## src/cfgpin_map.svh

```systemverilog
/*
  Constants for the configurable pin function selector: code widths,
  clock synthesis figures and reset values.
  Assumes inclusion by the package and the selector module only.
*/
// Functional notes
// [RQ1] Pin function comes from non-volatile configuration, fixed once loaded.
// [RQ2] Static choices: high impedance, constant one, constant zero.
// [RQ3] Power enable: low after USB configuration, high during suspend.
// [RQ4] Outside: enable suspend pull-down when power enable drives a switch.
// [RQ5] Sleep indicator: low throughout USB suspend, high otherwise.
// [RQ6] Clock choices drive free-running 24, 12 or 6 MHz clocks.
// [RQ7] Any pin clock stops during USB suspend and resumes afterwards.
// [RQ8] General-purpose choice: level and direction set by bit-bang mode.
// [RQ9] Charger detect: high while a dedicated charging port is seen.
// [RQ10] Inverted charger detect: open drain, pulls low when charging seen.
// [RQ11] Write strobe choice outputs the active-low bit-bang write strobe.
// [RQ12] Read strobe choice outputs the active-low bit-bang read strobe.
// [RQ13] Transmit-empty choice shows the USB-bound buffer empty, active low.
// [RQ14] Receive-full choice shows the USB-received buffer status, active low.
// [RQ15] Bus voltage sense: pin is an input reporting VBUS presence.
// [RQ16] Timestamp: pin inverts once per start-of-frame, holds between.
// [RQ17] Keep-awake: active-low input that blocks suspend when unplugged.
// [RQ18] Input pins pulled up; option pulls them low during suspend.
// [RQ19] Pin clocks derive from the 12 MHz reference via multiply/divide.
// [RQ20] Reported receive and transmit buffers hold 512 bytes each.
// [RQ21] Enumerated select; unused codes give high impedance; load after reset.
`ifndef CFGPIN_MAP_SVH
`define CFGPIN_MAP_SVH

`define CPM_SEL_W      5
`define CPM_FUNC_COUNT 5'h12
`define CPM_BUF_BYTES  512
`define CPM_SYS_MHZ    100
`define CPM_OSC_MHZ    12
`define CPM_MUL_FAST   2
`define CPM_DIV_SLOW   2
`define CPM_ACC_W      16
`define CPM_INC_MID    ((`CPM_OSC_MHZ << `CPM_ACC_W) / `CPM_SYS_MHZ)
`define CPM_INC_FAST   (`CPM_INC_MID * `CPM_MUL_FAST)
`define CPM_INC_SLOW   (`CPM_INC_MID / `CPM_DIV_SLOW)
`define CPM_PWR_RST    1'b1
`define CPM_STAMP_RST  1'b0

`endif

```

## src/cfgpin_pkg.sv

```systemverilog
/*
  Types for the configurable pin function selector.
  Assumes the map header sits beside it.
*/
`include "cfgpin_map.svh"
package cfgpin_pkg;
  typedef logic [`CPM_SEL_W-1:0] sel_code_t;
  typedef enum logic [`CPM_SEL_W-1:0] {
    FN_TRISTATE, FN_DRIVE1, FN_DRIVE0, FN_POWER_ENABLE_N, FN_SLEEP,
    FN_CLK_FAST, FN_CLK_MID, FN_CLK_SLOW, FN_GPIO,
    FN_CHG, FN_CHG_N, FN_WR_STB, FN_RD_STB,
    FN_TX_EMPTY, FN_RX_FULL, FN_VBUS, FN_STAMP, FN_KEEP_AWAKE
  } pin_func_e;
endpackage

```

## src/config_pin_function_mux.sv

```systemverilog
/*
  Function selector for the single configurable pin: decodes the stored
  selection, drives pad level and enable, pulls, and sense outputs.
  Assumes status inputs are on clock_i; only the pad input is asynchronous.
*/
`include "cfgpin_map.svh"
module config_pin_function_mux (
  input  wire logic                 clock_i,
  input  wire logic                 nrst_i,
  input  wire cfgpin_pkg::sel_code_t config_select_i,
  input  wire logic                 config_pulldown_suspend_i,
  input  wire logic                 usb_configured_i,
  input  wire logic                 usb_suspend_i,
  input  wire logic                 charger_detect_i,
  input  wire logic                 gpio_out_i,
  input  wire logic                 gpio_dir_i,
  input  wire logic                 bitbang_write_strobe_n_i,
  input  wire logic                 bitbang_read_strobe_n_i,
  input  wire logic                 tx_buffer_empty_n_i,
  input  wire logic                 rx_buffer_full_n_i,
  input  wire logic                 sof_pulse_i,
  input  wire logic                 config_pin_zero_i,
  output logic                      config_pin_zero_o,
  output logic                      config_pin_zero_oe_o,
  output logic                      pull_up_en_o,
  output logic                      pull_down_en_o,
  output logic                      gpio_in_o,
  output logic                      vbus_present_o,
  output logic                      keep_awake_o,
  output cfgpin_pkg::pin_func_e     active_function_o
);
  import cfgpin_pkg::*;

  pin_func_e func_q;
  logic      loaded_q;
  logic      power_enable_n_q;
  logic      stamp_q;
  logic      pin_sync;
  logic      clock_out_fast;
  logic      clock_out_mid;
  logic      clock_out_slow;
  logic      clk_run;
  logic      sel_known;
  pin_func_e func_d;
  logic      pad_d;
  logic      oe_d;
  logic      pull_dn_d;
  logic      power_enable_n_d;
  logic      stamp_d;

  // Pad input crosses into clock_i before any decode looks at it
  sync2 #(
    .W (1)
  ) u_pad_sync (
    .clock_i (clock_i),
    .nrst_i  (nrst_i),
    .async_i (config_pin_zero_i),
    .sync_o  (pin_sync)
  );

  // Selection is caught once on the first edge after reset release
  // and never follows later changes of the stored value.
  assign sel_known = config_select_i < `CPM_FUNC_COUNT;
  assign func_d    = sel_known ? pin_func_e'(config_select_i)
                               : FN_TRISTATE; // RQ21

  always_ff @(posedge clock_i) begin
    if (!nrst_i) begin
      loaded_q <= 1'b0;
      func_q   <= FN_TRISTATE;
    end else if (!loaded_q) begin
      loaded_q <= 1'b1;
      func_q   <= func_d; // RQ1
    end
  end

  // Pin clocks: a 12 MHz base, doubled and halved
  assign clk_run = !usb_suspend_i; // RQ7

  tick_nco #(
    .ACC_W (`CPM_ACC_W),
    .INC   (`CPM_INC_FAST)
  ) u_nco_fast (
    .clock_i (clock_i),
    .nrst_i  (nrst_i),
    .run_i   (clk_run),
    .clk_o   (clock_out_fast)
  ); // RQ19

  tick_nco #(
    .ACC_W (`CPM_ACC_W),
    .INC   (`CPM_INC_MID)
  ) u_nco_mid (
    .clock_i (clock_i),
    .nrst_i  (nrst_i),
    .run_i   (clk_run),
    .clk_o   (clock_out_mid)
  ); // RQ19

  tick_nco #(
    .ACC_W (`CPM_ACC_W),
    .INC   (`CPM_INC_SLOW)
  ) u_nco_slow (
    .clock_i (clock_i),
    .nrst_i  (nrst_i),
    .run_i   (clk_run),
    .clk_o   (clock_out_slow)
  ); // RQ19

  // Power enable stays high until the host configures us
  assign power_enable_n_d = usb_suspend_i    ? 1'b1 :
                            usb_configured_i ? 1'b0 :
                            power_enable_n_q; // RQ3
  // Start-of-frame toggle
  assign stamp_d = sof_pulse_i ? !stamp_q : stamp_q; // RQ16

  always_ff @(posedge clock_i) begin
    if (!nrst_i) begin
      power_enable_n_q <= `CPM_PWR_RST;
      stamp_q          <= `CPM_STAMP_RST;
    end else begin
      power_enable_n_q <= power_enable_n_d;
      stamp_q          <= stamp_d;
    end
  end

  // Output function decode
  always_comb begin
    pad_d = 1'b0;
    oe_d  = 1'b1;
    case (func_q)
      FN_TRISTATE:   oe_d  = 1'b0; // RQ2
      FN_DRIVE1:     pad_d = 1'b1; // RQ2
      FN_DRIVE0:     pad_d = 1'b0; // RQ2
      FN_POWER_ENABLE_N:      pad_d = power_enable_n_q; // RQ3
      FN_SLEEP:      pad_d = !usb_suspend_i; // RQ5
      FN_CLK_FAST:   pad_d = clock_out_fast; // RQ6
      FN_CLK_MID:    pad_d = clock_out_mid; // RQ6
      FN_CLK_SLOW:   pad_d = clock_out_slow; // RQ6
      FN_GPIO: begin
        pad_d = gpio_out_i; // RQ8
        oe_d  = gpio_dir_i; // RQ8
      end
      FN_CHG:        pad_d = charger_detect_i; // RQ9
      FN_CHG_N: begin
        pad_d = 1'b0; // RQ10
        oe_d  = charger_detect_i; // RQ10
      end
      FN_WR_STB:     pad_d = bitbang_write_strobe_n_i; // RQ11
      FN_RD_STB:     pad_d = bitbang_read_strobe_n_i; // RQ12
      FN_TX_EMPTY:   pad_d = tx_buffer_empty_n_i; // RQ13 RQ20
      FN_RX_FULL:    pad_d = rx_buffer_full_n_i; // RQ14 RQ20
      FN_VBUS:       oe_d  = 1'b0; // RQ15
      FN_STAMP:      pad_d = stamp_q; // RQ16
      FN_KEEP_AWAKE: oe_d  = 1'b0; // RQ17
      default:       oe_d  = 1'b0; // RQ21
    endcase
  end

  // Weak pulls only while the pad is not driven; pull-down in suspend
  // when the option is set, so a switched-off load sees no back-feed.
  assign pull_dn_d = config_pulldown_suspend_i && usb_suspend_i; // RQ18

  always_ff @(posedge clock_i) begin
    if (!nrst_i) begin
      config_pin_zero_o    <= 1'b0;
      config_pin_zero_oe_o <= 1'b0;
      pull_up_en_o         <= 1'b1;
      pull_down_en_o       <= 1'b0;
      gpio_in_o            <= 1'b0;
      vbus_present_o       <= 1'b0;
      keep_awake_o         <= 1'b0;
      active_function_o    <= FN_TRISTATE;
    end else begin
      config_pin_zero_o    <= pad_d;
      config_pin_zero_oe_o <= oe_d;
      pull_up_en_o         <= !oe_d && !pull_dn_d; // RQ18
      pull_down_en_o       <= !oe_d && pull_dn_d; // RQ18
      gpio_in_o            <= (func_q == FN_GPIO) && pin_sync; // RQ8
      vbus_present_o       <= (func_q == FN_VBUS) && pin_sync; // RQ15
      keep_awake_o         <= (func_q == FN_KEEP_AWAKE) && !pin_sync; // RQ17
      active_function_o    <= func_q;
    end
  end
endmodule // config_pin_function_mux

```

## src/sync2.sv

```systemverilog
/*
  Two flip-flop synchroniser for asynchronous pad levels.
  Assumes a single system clock and synchronous active-low reset.
*/
module sync2 #(
  parameter int unsigned W = 1
) (
  input  wire logic         clock_i,
  input  wire logic         nrst_i,
  input  wire logic [W-1:0] async_i,
  output logic      [W-1:0] sync_o
);
  logic [W-1:0] meta_q;

  always_ff @(posedge clock_i) begin
    if (!nrst_i) begin
      // Reset to the pulled-up idle level: a low here would fake a
      // keep-awake request on the first cycles after reset
      meta_q <= '1;
      sync_o <= '1;
    end else begin
      meta_q <= async_i;
      sync_o <= meta_q;
    end
  end
endmodule // sync2

```

## src/tick_nco.sv

```systemverilog
/*
  Phase accumulator clock synthesiser; output is the accumulator top bit.
  Assumes INC below half the accumulator range. Average rate is INC/2^ACC_W
  of the clock, edges carry one system cycle of jitter.
*/
module tick_nco #(
  parameter int unsigned ACC_W = 16,
  parameter int unsigned INC   = 1
) (
  input  wire logic clock_i,
  input  wire logic nrst_i,
  input  wire logic run_i,
  output logic      clk_o
);
  logic [ACC_W-1:0] acc_q;
  logic [ACC_W-1:0] acc_d;

  assign acc_d = run_i ? acc_q + INC[ACC_W-1:0] : '0;

  always_ff @(posedge clock_i) begin
    if (!nrst_i) begin
      acc_q <= '0;
      clk_o <= 1'b0;
    end else begin
      acc_q <= acc_d;
      clk_o <= acc_q[ACC_W-1];
    end
  end
endmodule // tick_nco
```

## config.mk

```make
export PLATFORM = sky130hd
export DESIGN_NAME = config_pin_function_mux
export DESIGN_NICKNAME = d
export VERILOG_FILES = /design/src/cfgpin_pkg.sv /design/src/config_pin_function_mux.sv /design/src/sync2.sv /design/src/tick_nco.sv
export VERILOG_INCLUDE_DIRS = /design/src
export SDC_FILE = /design/constraint.sdc
export NUM_CORES = 1
export LEC_CHECK = 0
export ABC_CLOCK_PERIOD_IN_PS = 1690
export BUFFER_PORTS_ARGS = -buffer_cell sky130_fd_sc_hd__buf_4
export CAP_MARGIN = 20
export CORE_UTILIZATION = 53
export CTS_BUF_LIST = sky130_fd_sc_hd__clkbuf_2 sky130_fd_sc_hd__clkbuf_4 sky130_fd_sc_hd__clkbuf_8
export CTS_CLUSTER_DIAMETER = 60
export DETAILED_ROUTE_END_ITERATION = 8
export MAX_ROUTING_LAYER = met4
export PLACE_DENSITY = 0.87
export SLEW_MARGIN = 20
export SYNTH_ARGS = -nofsm -noshare
export SYNTH_HDL_FRONTEND = slang
export SYNTH_SLANG_ARGS = --single-unit
```

## constraint.sdc

```tcl
create_clock -name clock_i -period 1.69 [get_ports clock_i]
set_clock_uncertainty 0.05 [all_clocks]
set_input_delay 0.2535 -clock clock_i [delete_from_list [all_inputs] [get_ports clock_i]]
set_output_delay 0.2535 -clock clock_i [all_outputs]
set_load 0.01 [all_outputs]
```

==> results of run 1 <==
power groups by stage:
| stage | Sequential, mW | Combinational (mW) | Clock (mW) |
|---|---|---|---|
| 2_1_floorplan | 1.68 | 0.267 | 0 |
| 3_3_place_gp | 1.69 | 0.361 | 0 |
| 3_5_place_dp | 1.69 | 0.374 | 0 |
| 4_1_cts | 1.66 | 0.382 | 1.29 |
| 5_1_grt | 1.67 | 0.432 | 1.36 |
| 6_report | 1.66 | 0.388 | 1.27 |
critical path, stage by stage (launching register included):
cell	delay [ns]
dfxtp_1	0.34
or4_1	0.54
o21bai_1	0.20
nand3_1	0.11
mux2_1	0.31
synth_stat cells, drive strengths merged, types with 7 or more instances:
library cell,number,area share [%]
o21ai,15,2.9
nor4,7,2.4
xor2,9,3.0
a21oi,17,3.6
clkbuf,8,1.5
and2,12,2.9
dfxtp,64,49
nand2b,8,2.0
nand2,9,1.3
nor3,18,3.7
inv,13,1.9
nor2,34,4.9
worst min path at each step:
stage                                    to         startpoint  slack, ns
final                     u_pad_sync.meta_q  config_pin_zero_i       0.05
after global routing      u_pad_sync.meta_q  config_pin_zero_i       0.05
after CTS                 u_pad_sync.meta_q  config_pin_zero_i       0.04
after detailed placement  u_pad_sync.sync_o  u_pad_sync.meta_q       0.36
after global placement    u_pad_sync.sync_o  u_pad_sync.meta_q       0.34
after floorplan                    loaded_q             nrst_i       0.23
logic make-up (layout without fill, tap and decap cells):
logic type | after synthesis | in the layout | synth area share, %
flip-flops | 64 | 64 | 49.3
buffers and inverters | 25 | 69 | 4.19
AND/OR/NAND/NOR | 120 | 120 | 25.8
multiplexers | 4 | 4 | 1.59
AO/OA/AOI/OAI | 51 | 51 | 12.7
adder cells (fa/ha/maj) | 3 | 3 | 1.44
XOR/XNOR | 15 | 15 | 5.06
registers in the layout, indices dropped and copies added (netlist names), 5 cells and up:
signal	count
u_nco_mid.acc_q	13
active_function_o	5
u_nco_fast.acc_q	12
u_nco_slow.acc_q	14
func_q	5
final cells by class:
| class | instances | area (µm²) | area share [%] |
|---|---|---|---|
| timing repair buffer | 41 | 308 | 9.86 |
| multi-input combinational | 193 | 1210 | 38.7 |
| clock buffer | 11 | 145 | 4.65 |
| clock inverter | 4 | 45.0 | 1.44 |
| tap | 67 | 83.8 | 2.69 |
| inverter | 13 | 48.8 | 1.56 |
| sequential | 64 | 1280 | 41.1 |
timing repair:
item | CTS | global route
gates resized for setup | 0 | 2
setup buffers | 0 | 1
endpoints found under the setup margin | 0 | 2
per-stage QoR:
stage               power, mW  util [%]  setup slack, ns  cells
floorplan                1.95         -            0.110    282
global placement         2.05      61.9           0.0927    377
detailed placement       2.07      61.9           0.0456    377
CTS                      3.33      65.9           0.0429    392
global route             3.46      66.1         -0.00940    393
finish                   3.32      66.1           0.0394    393
metal layers:
metal	routed length, µm	vias up
li1	-	1049
met1	2140	971
met2	2380	49
met3	206	15
met4	174	0
met5	0	-
==> PnR_summary.wiki, run 1 <==
{| class="wikitable"
! Metric !! Value
|-
| Run status || finished, final reports clean
|-
| Count of routing violations after the opening detailed-route iteration || around 150
|-
| Number of sinks handled by clock tree synthesis || 64
|-
| Worst R2R End || u_nco_mid.acc_q[15]
|-
| CP endpoint kind || register
|-
| Primary FF master, synth || dfxtp_1
|-
| Leakage || between 1 and 1.5 nW
|-
| Number of nets with antenna violations after detailed routing || 0
|-
| Launch instance of the worst register-to-register path || u_nco_mid.acc_q[10]
|-
| Antenna diode count || 0
|-
| Half-perimeter wire length after detailed placement || 3190 µm
|-
| Die outline height || 72.0 µm
|-
| Filler Cells Inserted || 361
|-
| Distinct cells, synth || 45
|-
| FP Rows || 25
|-
| Sequential share of power || 50.1%
|-
| Ports placed on the boundary || 31
|-
| Min Clock Period, post-route || 1.65 ns
|-
| Synth Area per Inst || 9.22 µm²
|-
| Total power density per cell area || 1060 nW/µm²
|-
| Maximum Capacitance Violations || 0
|-
| Peak fanout along the critical path || 5
|-
| Hold-fix buffer count after cts || 0
|-
| Clock network power share || 38.2%
|-
| Global-route wire length before repair || ~8400 µm
|-
| GRT Total Usage || 22.0%
|-
| Worst setup path class || reg2reg
|-
| Clock buffer count from CTS || 9
|-
| Worst min-delay path category || in2reg
|-
| Sw Ratio || 24.2%
|-
| Termination of the worst setup path || u_nco_mid.acc_q[15]
|-
| Internal power || around 2.5 mW
|-
| Root cell of the clock tree || clkbuf_8
|-
| Worst setup path startpoint || u_nco_mid.acc_q[10]
|-
| Type of element launching the critical path || register
|-
| Fraction of the cycle the final worst path needs || 97.7%
|-
| Overflow left after global routing || 0
|-
| Buffer depth of the longest clock path || 2
|-
| Area of all placed cells without fillers || 3120 µm²
|-
| DRT Wirelength || 4900 µm
|-
| First drt pass iteration count || 4
|-
| Nets || 344
|-
| Number of warnings issued by yosys || 0
|-
| Global route hottest layer || met2
|-
| Switch Pwr || between 0.8 and 0.9 mW
|-
| Endpoint required time on the critical path || 1.87 ns
|-
| Worst R2R Setup Slack || 0.04 ns
|-
| Maximum number of pins on one net before global-route repair || 28
|-
| Final weighted congestion in routability-driven placement || 0.766
|-
| Core box area || 4720 µm²
|-
| Share of synthesized registers carrying an async set or reset || 0%
|-
| Routed wirelength normalized by instance count || 12.5 µm
|-
| Peak VDD IR || ~0.0007 V
|-
| Transition at the pin with the smallest max-transition slack || ~0.37 ns
|-
| Worst Reg-to-Reg Cells || 4
|-
| Clock network latency to the later pin of the worst-skew pair || about 0.34 ns
|-
| Post-synth EDFFs || 0
|-
| Hold slack || 0.0452 ns
|-
| Sequential-to-total area share from yosys stat || 49.3%
|-
| Post-CTS clock slew at the launch and capture registers of the worst setup and hold paths || 0.07 ns
|-
| Initial core utilization || 55.0%
|-
| Initial antenna violation count || 0
|-
| Hold Path Depth || 2
|-
| Synth-to-Final Area Change || 20.1%
|-
| Setup_tns || 0 ns
|-
| Commonest non-fill, non-tap cell in the layout || dfxtp_1
|-
| Met3 track demand over resource || ~4.7%
|-
| Fraction of layout cells with a size suffix above 1 || ~20%
|-
| Register bit count reported by yosys || 64
|-
| Area after detailed placement || 2920 µm²
|-
| Width of the die || 72.0 µm
|-
| Relative slew slack || between 70% and 80%
|-
| Via count of the first global-routing pass || around 2000
|-
| Endpoints failing setup || 0
|-
| Crit path arrival time || 1.83 ns
|-
| Number of levels in the clock H-tree || 3
|-
| Die Footprint || roughly 5200 µm²
|-
| Via density per instance || 5.30
|-
| Total number of vias || 2084
|-
| Met2 global-route usage || 36.2%
|-
| Max-slew violation count || 0
|-
| Achievable frequency || about 0.61 GHz
|-
| PortBufs || 30
|-
| Post-synthesis cell count || 282
|-
| Number of hold violations in the final report || 0
|-
| Post-Synthesis Net Count || slightly above 300
|-
| Most used cells in the layout excluding fill and tap cells || dfxtp_1 (63), buf_4 (41), nor2_1 (34), nor3_1 (17), a21oi_1 (15)
|-
| Total standard cell area after synthesis || 2600 µm²
|-
| Part of the power in combinational logic || 11.7%
|-
| Drc violations || 0
|-
| Met1 capacity usage during global routing || 23.3%
|-
| CTS tree || done
|}
Power figures use the tool's default switching activity.
==> run 2: changes to the inputs <==
--- a/config.mk
+++ b/config.mk
@@ -6,6 +6,7 @@
 export SDC_FILE = /design/constraint.sdc
 export NUM_CORES = 1
 export LEC_CHECK = 0
+export ABC_AREA = 1
 export ABC_CLOCK_PERIOD_IN_PS = 1690
 export BUFFER_PORTS_ARGS = -buffer_cell sky130_fd_sc_hd__buf_4
 export CAP_MARGIN = 20
@@ -14,7 +15,7 @@
 export CTS_CLUSTER_DIAMETER = 60
 export DETAILED_ROUTE_END_ITERATION = 8
 export MAX_ROUTING_LAYER = met4
-export PLACE_DENSITY = 0.87
+export PLACE_DENSITY = 0.86
 export SLEW_MARGIN = 20
 export SYNTH_ARGS = -nofsm -noshare
 export SYNTH_HDL_FRONTEND = slang
==> PnR_summary.wiki, run 2 <==
{| class="wikitable"
! Metric !! Value
|-
| PortBufs || 30
|-
| Core box area || around 5000 µm²
|-
| Min Clock Period, post-route || 1.47 ns
|-
| Area of all placed cells without fillers || 3280 µm²
|-
| Initial core utilization || 54.9%
|-
| Max stage delay cell, worst path || dfxtp_1
|-
| Maximum number of pins on one net before global-route repair || 19
|-
| Via density per instance || 5.11
|-
| Total standard cell area after synthesis || 2800 µm²
|-
| Met1 capacity usage during global routing || 24.9%
|-
| Endpoints failing setup || 0
|-
| Synth-to-Final Area Change || 17.2%
|-
| Ports placed on the boundary || 31
|-
| Post-synth EDFFs || 0
|-
| Final worst setup slack || 0.224 ns
|-
| Transition at the pin with the smallest max-transition slack || 0.447 ns
|-
| Total Power Consumption || 3.23 mW
|-
| FP Rows || 26
|-
| Type of element launching the critical path || register
|-
| Non-filler cells, final || 511
|-
| Worst setup path class || reg2reg
|-
| Die Footprint || 5580 µm²
|-
| Delay of the slowest critical-path stage || 0.49 ns
|-
| Largest registers || u_nco_slow.acc_q (14), u_nco_mid.acc_q (13), u_nco_fast.acc_q (12)
|-
| Half-perimeter wire length after detailed placement || a little under 4000 µm
|-
| Buffers inserted by post-CTS timing repair || 0
|-
| Global-route wire length before repair || 9500 µm
|-
| Primary FF master, synth || dfxtp_1
|-
| Max FFs per register || 14
|-
| Routed wirelength normalized by instance count || 10.7 µm
|-
| Number of levels in the clock H-tree || 3
|-
| Count of routing violations after the opening detailed-route iteration || 118
|-
| Number of placed instances, taps included || between 400 and 500
|-
| Post-synthesis cell count || 397
|-
| Peak VDD IR || 0.000870 V
|-
| Number of warnings issued by yosys || 0
|-
| Dominant cells by area after synthesis || dfxtp_1 (46%), nand2_1 (12%), nand3_1 (7.1%)
|-
| DRT Wirelength || about 5500 µm
|-
| Most used cells in the layout excluding fill and tap cells || nand2_1 (86), dfxtp_1 (64), inv_1 (49), nor2_1 (49), nand3_1 (40)
|-
| Antenna diode count || 0
|-
| Worst Setup Slack post-DPL || 0.238 ns
|-
| CTS tree || done
|-
| Post-Synthesis Net Count || about 420
|-
| Hold-fix buffer count after cts || 0
|-
| Synth Area per Inst || 7.06 µm²
|-
| Relative slew slack || between 70% and 80%
|-
| Number of buffers and inverters on the critical path || 1
|-
| Final weighted congestion in routability-driven placement || around 0.9
|-
| Run status || finished, final reports clean
|-
| Buffer depth of the longest clock path || 2
|-
| Peak fanout along the critical path || 8
|-
| Maximum Capacitance Violations || 0
|-
| Global route hottest layer || met2
|-
| Number of nets with antenna violations after detailed routing || 0
|-
| Leakage || 1.57 nW
|-
| Crit path arrival time || between 1.5 and 2 ns
|-
| Max-slew violation count || 0
|-
| Library cell occupying the most area in the post-synthesis netlist || dfxtp_1
|-
| Distinct cells, synth || 27
|-
| Endpoint required time on the critical path || 1.87 ns
|-
| Achievable frequency || 0.682 GHz
|-
| Cells resized by post-CTS repair || 0
|-
| CP endpoint kind || register
|-
| Setup_tns || 0 ns
|-
| Sequential-to-total area share from yosys stat || between 40% and 50%
|-
| Root cell of the clock tree || clkbuf_8
|-
| Die outline height || 74.7 µm
|-
| Met3 track demand over resource || ~6%
|-
| Top cell family by delay on the critical path || simple AND/OR/NAND/NOR gates
|-
| Clock buffer count from CTS || 9
|-
| First drt pass iteration count || 4
|-
| Width of the die || 74.7 µm
|-
| Clock network latency to the later pin of the worst-skew pair || 0.33 ns
|-
| Fraction of the cycle the final worst path needs || between 80% and 90%
|-
| Cell with the most instances on the worst path || nor2_1
|-
| Fraction of post-synthesis cell area in the top cell type by area || 45.7%
|-
| Drc violations || 0
|-
| Cell types with the highest counts after synthesis || nand2_1 (86), dfxtp_1 (64), inv_1 (49), nor2_1 (49), nand3_1 (40)
|-
| Via count of the first global-routing pass || 2383
|-
| Unrepaired setup endpoints after global routing || false
|-
| Register bit count reported by yosys || 64
|-
| Number of sinks handled by clock tree synthesis || 64
|-
| Area after detailed placement || 3110 µm²
|-
| GRT Total Usage || 23.0%
|-
| Initial antenna violation count || 0
|-
| Nets || ~460
|-
| Share of synthesized registers carrying an async set or reset || 0%
|-
| Post-CTS clock slew at the launch and capture registers of the worst setup and hold paths || 0.07 ns
|-
| Number of hold violations in the final report || 0
|-
| Dominant cell by count in the synthesized netlist || nand2_1
|-
| Met2 global-route usage || 39.7%
|-
| Overflow left after global routing || 0
|-
| Commonest non-fill, non-tap cell in the layout || nand2_1
|-
| CP cell instances || inv_1 -> nand3_1 -> nor2_1 -> nand2_1 -> nand2_1 -> nor2_1 -> nand2_1 -> nor2_1 -> nor2_1
|-
| Fraction of layout cells with a size suffix above 1 || 15.2%
|-
| Register bank with the most flops || u_nco_slow.acc_q
|-
| Total number of vias || 2613
|-
| Worst min-delay path category || in2reg
|-
| Total power density per cell area || 985 nW/µm²
|}
==> run 2: cell count changes after synthesis, moves of 8 or more <==
cell / previous run / this run
nor2_1: 34 / 49
nor2_2: 0 / 8
inv_1: 13 / 49
nand2_1: 9 / 86
nor3_1: 17 / 3
nand3_1: 5 / 40
a21oi_1: 15 / 39
xor2_1: 9 / 1
and2_1: 12 / 0
==> run 2: report_power, final <==
part           leakage [nW]  total (mW)  internal (mW)  switching [mW]
registers             0.526        1.66           1.59          0.0643
logic                 0.954       0.405          0.160           0.245
clock network        0.0937        1.17          0.617           0.555
total                  1.57        3.23           2.37           0.865
==> run 2: final cells by class <==
class	count	area, µm²
sequential	64	1280
multi-input combinational	275	1290
inverter	53	199
timing repair buffer	33	248
fill	458	1820
clock inverter	3	17.5
clock buffer	13	160
tap	70	87.6
==> run 2: routing by layer <==
metal  routed length (µm)  vias to the layer above
met3                  286                       14
met5                    0                        -
met2                 2600                       73
met4                  114                        0
li1                     -                     1362
met1                 2480                     1164
==> run 2: path summary, 6_finish.rpt <==
kind                             from                  end  slack [ns]  depth (start not counted)
hold reg to reg   u_nco_slow.acc_q[2]  u_nco_slow.acc_q[2]        0.36                          1
setup reg to reg            func_q[4]    config_pin_zero_o        0.22                          9
setup / recovery            func_q[4]    config_pin_zero_o        0.22                          9
hold / removal       usb_configured_i     power_enable_n_q        0.05                          2
==> run 2: cell families (layout without fill, tap and decap cells) <==
group	count (synthesis)	in the layout	share of synthesized area (%)
and+or+nand+nor	202	202	31.2
AOI/OAI and AO/OA	68	68	13.0
DFF	64	64	45.7
buffers and inverters	58	102	8.17
adders and majority gates	3	3	1.34
xor gates and xnor gates	2	2	0.625
==> run 2: metrics by stage <==
| stage | utilization, % | hold WS [ns] |
|---|---|---|
| 6_report | 64.3 | 0.0490 |
| 5_1_grt | 64.3 | 0.0487 |
| 4_1_cts | 64.3 | 0.0432 |
| 3_5_place_dp | 60.8 | 0.354 |
| 3_3_place_gp | 60.8 | 0.347 |
| 2_1_floorplan | - | 0.231 |
